===== config.mk =====
export PLATFORM = sky130hd
export DESIGN_NAME = mirl_core
export DESIGN_NICKNAME = d
export VERILOG_FILES = /design/src/inc/mirl_pkg.sv /design/src/rtl/mirl_core.sv
export SDC_FILE = /design/constraint.sdc
export NUM_CORES = 1
export LEC_CHECK = 0
export BUFFER_PORTS_ARGS = -buffer_cell sky130_fd_sc_hd__buf_2
export CORE_MARGIN = 2
export CORE_UTILIZATION = 30
export CTS_CLUSTER_SIZE = 20
export DETAILED_ROUTE_END_ITERATION = 12
export PLACE_DENSITY_LB_ADDON = 0.08
export REMOVE_ABC_BUFFERS = 1
export SLEW_MARGIN = 20
export SYNTH_ARGS = -nofsm -noshare
export SYNTH_HDL_FRONTEND = slang
export SYNTH_SLANG_ARGS = --single-unit

===== constraint.sdc =====
create_clock -name clk -period 1.95 [get_ports clk]
set_input_delay 0.39 -clock clk [delete_from_list [all_inputs] [get_ports clk]]
set_output_delay 0.39 -clock clk [all_outputs]
set_load 0.02 [all_outputs]

===== src/inc/mirl_pkg.sv =====
/*
 Constants, types and register map of the interrupt request logic.
 Assumes one 20 MHz clock domain and an AXI4-Lite register bus.
*/
package mirl_pkg;

    // ------------------------------------------------------------
    // Register map (index times four is the byte address)
    // ------------------------------------------------------------
    localparam logic [5:0] IDX_INT_STATUS = 6'h00;
    localparam logic [5:0] IDX_EXT_INT_STATUS_CONTROL = 6'h0A;
    localparam logic [5:0] IDX_OPTION_REGISTER = 6'h17;

    // Field positions
    localparam int EXT_INT_ENABLE_BIT = 7;
    localparam int EXT_INT_PENDING_FLAG_BIT = 3;
    localparam int EXT_INT_FLAG_CLEAR_BIT = 1;
    localparam int PORTA_INT_OPTION_BIT = 2;
    localparam int LEVEL_SENSE_BIT = 1;

    // Own status register fields
    localparam int STAT_MASK_BIT = 0;
    localparam int STAT_EXT_REQ_BIT = 1;
    localparam int STAT_TIMER_REQ_BIT = 2;
    localparam int STAT_SEQ_LSB = 4;
    localparam int STAT_SRC_LSB = 6;

    // Reset values
    localparam logic EXT_INT_ENABLE_RESET = 1'b1;
    localparam logic GLOBAL_MASK_RESET = 1'b1;
    localparam logic LEVEL_SENSE_RESET = 1'b0;
    localparam logic PORTA_INT_OPTION_RESET = 1'b0;

    // Vector locations
    localparam logic [15:0] VEC_SOFT_TRAP = 16'h03FC;
    localparam logic [15:0] VEC_EXTERNAL = 16'h03FA;
    localparam logic [15:0] VEC_TIMER = 16'h03F8;

    // AXI responses
    localparam logic [1:0] RESP_OKAY = 2'h0;
    localparam logic [1:0] RESP_SLVERR = 2'h2;

    // ------------------------------------------------------------
    // Types
    // ------------------------------------------------------------
    typedef enum logic [1:0] {
        SEQ_IDLE = 2'b00,
        SEQ_STACK = 2'b01,
        SEQ_FETCH = 2'b10
    } mirl_seq_t;

    typedef enum logic [1:0] {
        SRC_SOFT_TRAP = 2'b00,
        SRC_EXTERNAL = 2'b01,
        SRC_TIMER = 2'b10
    } mirl_src_t;

    // Timer flags and their enables
    typedef struct packed {
        logic timer_overflow_flag;
        logic timer_overflow_int_en;
        logic periodic_int_flag;
        logic periodic_int_en;
    } mirl_timer_t;

endpackage : mirl_pkg


===== src/rtl/mirl_core.sv =====
/*
 Interrupt request logic: external pin and port pin latching,
 timer request forming, global mask, entry sequencing toward the
 CPU sequencer and an AXI4-Lite register slave.
 Assumes the CPU sequencer pulses instr_done at each instruction
 boundary and answers stack_req and vector_valid with acks.
*/
// Design decision made here: the AXI4-Lite register port.

// What this block does
// - Take interrupts only at instruction boundaries, never mid-instruction.
// - Entry requests register stacking, then presents the source vector.
// - Soft trap instruction interrupts regardless of mask or enables.
// - External requests blocked by global mask set or enable clear.
// - At boundary, start entry when latch and enable set, mask clear.
// - Clear the external latch during vector fetch, allowing new capture.
// - Level sense: falling edge or low pin latches and keeps request.
// - Edge sense: only falling edges latch; re-arm needs pin high first.
// - Port option makes four low port pins extra external sources.
// - Port pin high/rising latches only if others low, ext pin high.
// - With port option, ext pin triggers only while all port pins low.
// - Level sense with ports: request present while port high or pin low.
// - Edge sense: port re-request needs its signal to fall and rise.
// - Status/control: enable bit 7, pending bit 3, clear bit 1, others zero.
// - Enable bit is read/write, set by reset, allows external processing.
// - Pending flag read-only, set by pin or port requests, reset clears.
// - Pending flag cleared at external vector fetch; direct writes ignored.
// - Writing one to clear bit clears pending; zero no effect.
// - Global mask blocks timer overflow and periodic requests.
// - Overflow flag with its enable raises a timer request.
// - Periodic flag with its enable raises a timer request.
// - Entry sets global mask and loads trap, external or timer vector.
// - Several pending: external outranks timer, highest vector first.
module mirl_core (
    // Clock and reset
    input wire logic clk,
    input wire logic reset_n,
    // Request pins
    input wire logic ext_int_pin_n,
    input wire logic [3:0] port_a_low_pins,
    // Timer flags and enables
    input wire mirl_pkg::mirl_timer_t timer_in,
    // CPU sequencer side
    input wire logic instr_done,
    input wire logic soft_trap_instr,
    input wire logic mask_clear,
    input wire logic stack_ack,
    input wire logic vector_ack,
    output logic stack_req,
    output logic vector_valid,
    output logic [15:0] vector_addr,
    output logic global_mask,
    output logic ext_int_pending_flag,
    // AXI4-Lite write channels
    input wire logic [7:0] awaddr,
    input wire logic awvalid,
    output logic awready,
    input wire logic [31:0] wdata,
    input wire logic [3:0] wstrb,
    input wire logic wvalid,
    output logic wready,
    output logic [1:0] bresp,
    output logic bvalid,
    input wire logic bready,
    // AXI4-Lite read channels
    input wire logic [7:0] araddr,
    input wire logic arvalid,
    output logic arready,
    output logic [31:0] rdata,
    output logic [1:0] rresp,
    output logic rvalid,
    input wire logic rready
);

    // ------------------------------------------------------------
    // Declarations
    // ------------------------------------------------------------
    logic irq_meta;
    logic irq_sync;
    logic irq_prev;
    logic [3:0] pa_meta;
    logic [3:0] pa_sync;
    logic [3:0] pa_prev;
    logic ext_int_enable;
    logic level_sense;
    logic porta_int_option;
    logic irq_trig;
    logic [3:0] pa_trig;
    logic ext_set;
    logic ext_clear;
    logic level_hold;
    logic ext_req;
    logic timer_req;
    logic wr_fire;
    logic [5:0] aw_idx;
    logic [31:0] aw_data;
    logic [3:0] aw_strb;
    logic wr_ext_int_status_control;
    logic wr_option;
    logic [31:0] next_rdata;
    logic [1:0] next_rresp;
    mirl_pkg::mirl_seq_t seq;
    mirl_pkg::mirl_src_t src;

    // ------------------------------------------------------------
    // Pin synchronisers and edge history
    // ------------------------------------------------------------

    always_ff @(posedge clk or negedge reset_n) begin
        if (!reset_n) begin
            irq_meta <= 1'b1;
            irq_sync <= 1'b1;
            irq_prev <= 1'b1;
            pa_meta <= 4'h0;
            pa_sync <= 4'h0;
            pa_prev <= 4'h0;
        end else begin
            irq_meta <= ext_int_pin_n;
            irq_sync <= irq_meta;
            irq_prev <= irq_sync;
            pa_meta <= port_a_low_pins;
            pa_sync <= pa_meta;
            pa_prev <= pa_sync;
        end
    end

    // ------------------------------------------------------------
    // External request triggers
    // ------------------------------------------------------------

    // pin trigger, gated by port pins when enabled
    assign irq_trig = (level_sense ? ~irq_sync : (irq_prev & ~irq_sync))
                      & (~porta_int_option | ~(|pa_sync));

    // Per-pin port triggers
    genvar gi;
    generate
        for (gi = 0; gi < 4; gi++) begin : g_port
            // port pin trigger, others low and pin high
            assign pa_trig[gi] = porta_int_option
                & (level_sense ? pa_sync[gi] : (pa_sync[gi] & ~pa_prev[gi]))
                & ~(|(pa_sync & ~(4'h1 << gi)))
                & irq_sync;
        end
    endgenerate

    assign ext_set = irq_trig | (|pa_trig);

    // level sources keep the request present
    assign level_hold = level_sense & (~irq_sync | (porta_int_option & (|pa_sync)));

    // clear at external fetch or by software strobe
    assign ext_clear = (seq == mirl_pkg::SEQ_FETCH && vector_ack && src == mirl_pkg::SRC_EXTERNAL)
                       | (wr_ext_int_status_control & aw_data[mirl_pkg::EXT_INT_FLAG_CLEAR_BIT]);

    // enable and mask gate the external request
    assign ext_req = (ext_int_pending_flag | level_hold) & ext_int_enable & ~global_mask;

    assign timer_req = ~global_mask
        & ((timer_in.timer_overflow_flag & timer_in.timer_overflow_int_en)
        | (timer_in.periodic_int_flag & timer_in.periodic_int_en));

    // Pending latch, a set in the clearing cycle wins
    always_ff @(posedge clk or negedge reset_n) begin
        if (!reset_n) begin
            ext_int_pending_flag <= 1'b0;
        end else if (ext_set) begin
            ext_int_pending_flag <= 1'b1;
        end else if (ext_clear) begin
            ext_int_pending_flag <= 1'b0;
        end
    end

    // ------------------------------------------------------------
    // Entry sequencer
    // ------------------------------------------------------------

    always_ff @(posedge clk or negedge reset_n) begin
        if (!reset_n) begin
            seq <= mirl_pkg::SEQ_IDLE;
            src <= mirl_pkg::SRC_SOFT_TRAP;
            stack_req <= 1'b0;
            vector_valid <= 1'b0;
            vector_addr <= mirl_pkg::VEC_SOFT_TRAP;
        end else begin
            unique case (seq)
                mirl_pkg::SEQ_IDLE: begin
                    if (instr_done) begin
                        if (soft_trap_instr) begin
                            src <= mirl_pkg::SRC_SOFT_TRAP;
                            vector_addr <= mirl_pkg::VEC_SOFT_TRAP;
                            stack_req <= 1'b1;
                            seq <= mirl_pkg::SEQ_STACK;
                        end else if (ext_req) begin
                            src <= mirl_pkg::SRC_EXTERNAL;
                            vector_addr <= mirl_pkg::VEC_EXTERNAL;
                            stack_req <= 1'b1;
                            seq <= mirl_pkg::SEQ_STACK;
                        end else if (timer_req) begin
                            src <= mirl_pkg::SRC_TIMER;
                            vector_addr <= mirl_pkg::VEC_TIMER;
                            stack_req <= 1'b1;
                            seq <= mirl_pkg::SEQ_STACK;
                        end
                    end
                end
                mirl_pkg::SEQ_STACK: begin
                    if (stack_ack) begin
                        stack_req <= 1'b0;
                        vector_valid <= 1'b1;
                        seq <= mirl_pkg::SEQ_FETCH;
                    end
                end
                mirl_pkg::SEQ_FETCH: begin
                    if (vector_ack) begin
                        vector_valid <= 1'b0;
                        seq <= mirl_pkg::SEQ_IDLE;
                    end
                end
                default: begin
                    stack_req <= 1'b0;
                    vector_valid <= 1'b0;
                    seq <= mirl_pkg::SEQ_IDLE;
                end
            endcase
        end
    end

    // mask set at entry, set wins over a clear
    always_ff @(posedge clk or negedge reset_n) begin
        if (!reset_n) begin
            global_mask <= mirl_pkg::GLOBAL_MASK_RESET;
        end else if (seq == mirl_pkg::SEQ_STACK && stack_ack) begin
            global_mask <= 1'b1;
        end else if (mask_clear) begin
            global_mask <= 1'b0;
        end
    end

    // ------------------------------------------------------------
    // AXI4-Lite write path
    // ------------------------------------------------------------

    // Address and data taken in either order, answer after both
    assign wr_fire = ~awready & ~wready & ~bvalid;
    assign wr_ext_int_status_control = wr_fire & aw_strb[0]
                     & (aw_idx == mirl_pkg::IDX_EXT_INT_STATUS_CONTROL);
    assign wr_option = wr_fire & aw_strb[0]
                       & (aw_idx == mirl_pkg::IDX_OPTION_REGISTER);

    // Write address channel
    always_ff @(posedge clk or negedge reset_n) begin
        if (!reset_n) begin
            awready <= 1'b1;
            aw_idx <= 6'h00;
        end else if (awvalid && awready) begin
            awready <= 1'b0;
            aw_idx <= awaddr[7:2];
        end else if (bvalid && bready) begin
            awready <= 1'b1;
        end
    end

    // Write data channel
    always_ff @(posedge clk or negedge reset_n) begin
        if (!reset_n) begin
            wready <= 1'b1;
            aw_data <= 32'h0000_0000;
            aw_strb <= 4'h0;
        end else if (wvalid && wready) begin
            wready <= 1'b0;
            aw_data <= wdata;
            aw_strb <= wstrb;
        end else if (bvalid && bready) begin
            wready <= 1'b1;
        end
    end

    // Write response, unmapped offsets answer with an error
    always_ff @(posedge clk or negedge reset_n) begin
        if (!reset_n) begin
            bvalid <= 1'b0;
            bresp <= mirl_pkg::RESP_OKAY;
        end else if (wr_fire) begin
            bvalid <= 1'b1;
            if (aw_idx == mirl_pkg::IDX_EXT_INT_STATUS_CONTROL
                || aw_idx == mirl_pkg::IDX_OPTION_REGISTER
                || aw_idx == mirl_pkg::IDX_INT_STATUS) begin
                bresp <= mirl_pkg::RESP_OKAY;
            end else begin
                bresp <= mirl_pkg::RESP_SLVERR;
            end
        end else if (bvalid && bready) begin
            bvalid <= 1'b0;
        end
    end

    // enable bit, only bit 7 of the register is storable
    always_ff @(posedge clk or negedge reset_n) begin
        if (!reset_n) begin
            ext_int_enable <= mirl_pkg::EXT_INT_ENABLE_RESET;
        end else if (wr_ext_int_status_control) begin
            ext_int_enable <= aw_data[mirl_pkg::EXT_INT_ENABLE_BIT];
        end
    end

    // Trigger sense and port option bits
    always_ff @(posedge clk or negedge reset_n) begin
        if (!reset_n) begin
            level_sense <= mirl_pkg::LEVEL_SENSE_RESET;
            porta_int_option <= mirl_pkg::PORTA_INT_OPTION_RESET;
        end else if (wr_option) begin
            level_sense <= aw_data[mirl_pkg::LEVEL_SENSE_BIT];
            porta_int_option <= aw_data[mirl_pkg::PORTA_INT_OPTION_BIT];
        end
    end

    // ------------------------------------------------------------
    // AXI4-Lite read path
    // ------------------------------------------------------------

    // read decode, unused bits zero, clear strobe reads zero
    always_comb begin
        next_rdata = 32'h0000_0000;
        next_rresp = mirl_pkg::RESP_OKAY;
        unique case (araddr[7:2])
            mirl_pkg::IDX_EXT_INT_STATUS_CONTROL: begin
                next_rdata[mirl_pkg::EXT_INT_ENABLE_BIT] = ext_int_enable;
                next_rdata[mirl_pkg::EXT_INT_PENDING_FLAG_BIT] = ext_int_pending_flag;
            end
            mirl_pkg::IDX_OPTION_REGISTER: begin
                next_rdata[mirl_pkg::LEVEL_SENSE_BIT] = level_sense;
                next_rdata[mirl_pkg::PORTA_INT_OPTION_BIT] = porta_int_option;
            end
            mirl_pkg::IDX_INT_STATUS: begin
                next_rdata[mirl_pkg::STAT_MASK_BIT] = global_mask;
                next_rdata[mirl_pkg::STAT_EXT_REQ_BIT] = ext_req;
                next_rdata[mirl_pkg::STAT_TIMER_REQ_BIT] = timer_req;
                next_rdata[mirl_pkg::STAT_SEQ_LSB +: 2] = seq;
                next_rdata[mirl_pkg::STAT_SRC_LSB +: 2] = src;
            end
            default: begin
                next_rresp = mirl_pkg::RESP_SLVERR;
            end
        endcase
    end

    // Read channels
    always_ff @(posedge clk or negedge reset_n) begin
        if (!reset_n) begin
            arready <= 1'b1;
            rvalid <= 1'b0;
            rdata <= 32'h0000_0000;
            rresp <= mirl_pkg::RESP_OKAY;
        end else if (arvalid && arready) begin
            arready <= 1'b0;
            rvalid <= 1'b1;
            rdata <= next_rdata;
            rresp <= next_rresp;
        end else if (rvalid && rready) begin
            rvalid <= 1'b0;
            arready <= 1'b1;
        end
    end

endmodule : mirl_core


==> results <==
- The area growth from synthesis to layout is 14.9%.
- Buffers inserted during clock tree synthesis total 5.
- The total global-route track usage is 0.105.
- The achievable clock frequency is just over 600 MHz.
- The initial antenna violation count is 0.
- The number of global-route vias before repair was 1510.
- The pin count of the biggest net entering global routing is 53.
- The congestion estimate from routability-driven global placement came to approximately 0.68.
- The first global-routing pass estimated 7.13 mm of wire.
- The clock arrives with 8.36 ps of skew.
- The maximum single-stage delay on the critical path is 470 ps.
- The tool flagged a number of max-cap violations equal to 0.
- The family with the most delay on the worst path is compound AO/OA/AOI/OAI gates.
- Measured along the x axis, the die boundary spans 93.9 microns.
- For this design, the sink count on the clock tree is 52.
- In the post-synthesis netlist, the biggest area contributors are dfrtp_1, buf_4, dfstp_2.
- The length of the first detailed-routing pass in iterations is 4.
- The die covers 8810 sq um.
- The total of flip-flops plus latches after synthesis is 52.
- The total of buffers placed on input and output ports is 57.
- The most used flip-flop cell after synthesis is dfrtp_1.
- The overall die height is 93.9 microns.
- The mapped netlist covers 2420 sq um.
- Together, buffers and inverters on the worst path number 0.
- Setup violations remaining at the end of the flow were counted as 0.
- The clock tree root buffer cell is clkbuf_8.
- In the routed layout, each cell is associated on average with a via count of 4.13.
- Detailed placement finished with a half-perimeter wire length of 3.34 mm.
- STA puts the critical path data arrival time at 1830 ps.
- The hold buffer count at CTS is 0.
- For this design the static power due to leakage is 1.31 nW.
- In the post-route analysis, the smallest setup slack over all paths is between 300 and 400 ps.
- The setup path with the least slack is of type flop to flop.
- The category of the worst setup path launch point is a flop.
- The mean cell area of the mapped netlist is 11.1 sq um.
- The most common cell after layout, fill and taps aside is buf_2.
- Of the cells placed in the final design, the portion with a size suffix greater than 1 is 0.339.
- TritonCTS built the clock tree.
- The number of enable flip-flop cells after synthesis is 0.
- The path class of the tightest hold or removal check is input port to asynchronous set/reset pin.
- The area of the placeable core is just under 8000 sq um.
- For this run, design rule violations remaining after detail routing come to 0.
- After detailed routing, the total wire length is 4.52 mm.
- Dividing the final minimum period by the clock period gives 0.845.
- Of the post-synthesis cell area, the part taken by muxes is 0.0728.
- The proportion of netlist area held by the largest area contributor is 0.444.
- The total negative slack for setup checks is 0 ps.
- The finished layout holds approximately 380 standard cells, fillers aside.
- The max-slew violation count is 0.
- The worst hold slack across all endpoints is 57.9 ps.
- The critical path goes through o41a_1 -> o221a_4 -> o311ai_2 -> a21oi_1.
- The cell count after placement is 374.
- The proportion of register bits with asynchronous set or reset after synthesis is 1.00.
- By area, the combinational part of the netlist is dominated by buffers and inverters.
- The data required time of the critical path is between 2000 and 2500 ps.
- 0 antenna diodes ended up in the layout.
- Counting distinct cell types in the post-synthesis netlist gives between 40 and 50.
- Overall power consumption after layout is estimated at 3.27 mW.
- In the layout the commonest cells are buf_2, dfrtp_1, conb_1.
- The via count of the routed design is between 1.5k and 2k.
- The final count of hold timing violations is 0.
- The flow ran to the end, and the final reports show no timing, DRC or antenna violations.
- The share of synthesized cell area in and, or, nand and nor gates is 0.126.
- No sink is reached through more buffers than the 2 on the longest clock path.
- The initial utilization of the core area, before any placement, comes to 0.312.
- In the final routed layout, each cell accounts on average for 11.8 microns.
- The final layout net count is 352.
- Of the total synthesized cell area, the portion taken by full adders, half adders and majority gates is 0.
- Setup repair after global routing left no endpoint under its margin.
- The smallest clock period supported by the final layout is computed as ~1600 ps.
- The cell type with the highest aggregate area in the netlist is dfrtp_1.
- In this run the core area contains 32 standard-cell rows.
- The number of buffers inserted to repair setup after CTS is 0.
- After clock tree synthesis, the clock-pin slew on the worst setup and hold paths is ~100 ps.
- The worst slack at placement is 230 ps.
- The detailed router finished its first iteration with 20 violations.
- In the synthesized netlist, the number of instances is 218.
- In this run the power density over the cells is 1170 nW/um^2.
- The fraction of the mapped netlist area in compound gates is 0.112.
- The number of H-tree levels is 2.
- The critical path's slowest cell is o41a_1.
- The number of warnings reported in the yosys synthesis log is 0.
- Of all nets on the critical path, the largest fanout is 6.
- Across the VDD grid, the largest voltage drop is 524 uV.
- The number of I/O pins is 134.
- The worst setup path is captured at a flop.
- The number of nets with antenna violations after detailed routing is 0.
- The post-synthesis share of cell area spent on xor and xnor gates is 0.00361.
- The share of synthesized area occupied by flip-flops and latches is 0.542.
- Global routing finished with a remaining overflow of 0.
- Clock latency on the worst-skew pair, taken at its later pin, is approximately 300 ps.
- The count of instances resized after the clock tree is built is 0.
[path summary, 6_finish.rpt]
kind                       slack, ps  cells after the start                         end                  from
setup / recovery                 300                      4          seq[0]$_DFFE_PN0P_  pa_sync[0]$_DFF_PN0_
hold / removal                    60                      2          rvalid$_DFFE_PN0P_               reset_n
setup reg to reg                 300                      4          seq[0]$_DFFE_PN0P_  pa_sync[0]$_DFF_PN0_
hold reg to reg                  360                      0        pa_sync[1]$_DFF_PN0_  pa_meta[1]$_DFF_PN0_
max in group asynchronous       1580                      2  vector_addr[2]$_DFFE_PN1P_               reset_n
min in group clk                 170                      1          irq_meta$_DFF_PN1_         ext_int_pin_n
[flip-flops by register name (all words and copies together) (netlist names), 2 cells and up]
register / count
pa_sync: 4
aw_data: 3
seq: 2
pa_prev: 4
src: 2
aw_idx: 6
rdata: 8
pa_meta: 4
[per-layer routing]
metal / up-vias / GRT usage / part of all wire
met2: 49 / 0.167 / 0.47
met4: 0 / 0.0362 / 0.010
li1: 787 / - / -
met5: - / 0 / 0
met3: 5 / 0.0265 / 0.058
met1: 735 / 0.139 / 0.46
[synthesized netlist by cell type (all sizes together), types with 2 or more instances]
master   instances
inv              6
nor3             5
nand2b           2
dfrtp           43
nand3            2
mux2            13
nand2           26
mux2i            3
nor2             9
clkbuf           3
buf             41
o22ai            2
conb             2
a22oi            4
nand4            2
o41ai            2
nor2b            4
o21ai           15
a21oi            5
nor3b            2
a2bb2oi          2
dfstp            9
[kinds of logic after synthesis]
kind of cell / Yosys count
simple gates: 58
flops: 52
buf+inv: 50
compound gates: 39
mux: 16
other cells: 2
xor+xnor: 1
[area by class of cell]
cell class	instances	area [sq um]
fill	830	4980
sequential	52	1310
multi-input combinational	154	912
timing repair buffer	60	320
tap	102	128
clock buffer	6	72.6
inverter	6	22.5
clock inverter	2	16.3
[per-stage QoR]
stage | instance area, sq um | utilization
floorplan | 2250 | -
global placement | 2700 | 0.347
detailed placement | 2700 | 0.347
CTS | 2780 | 0.358
global route | 2780 | 0.358
finish | 2780 | 0.358
[where the power goes]
group / internal (mW) / total [mW] / switching (mW)
Combinational: 0.443 / 0.978 / 0.535
Sequential: 1.40 / 1.68 / 0.279
Clock: 0.256 / 0.611 / 0.355
Total: 2.10 / 3.27 / 1.17
Note: power is estimated with default switching activity, not from simulation.
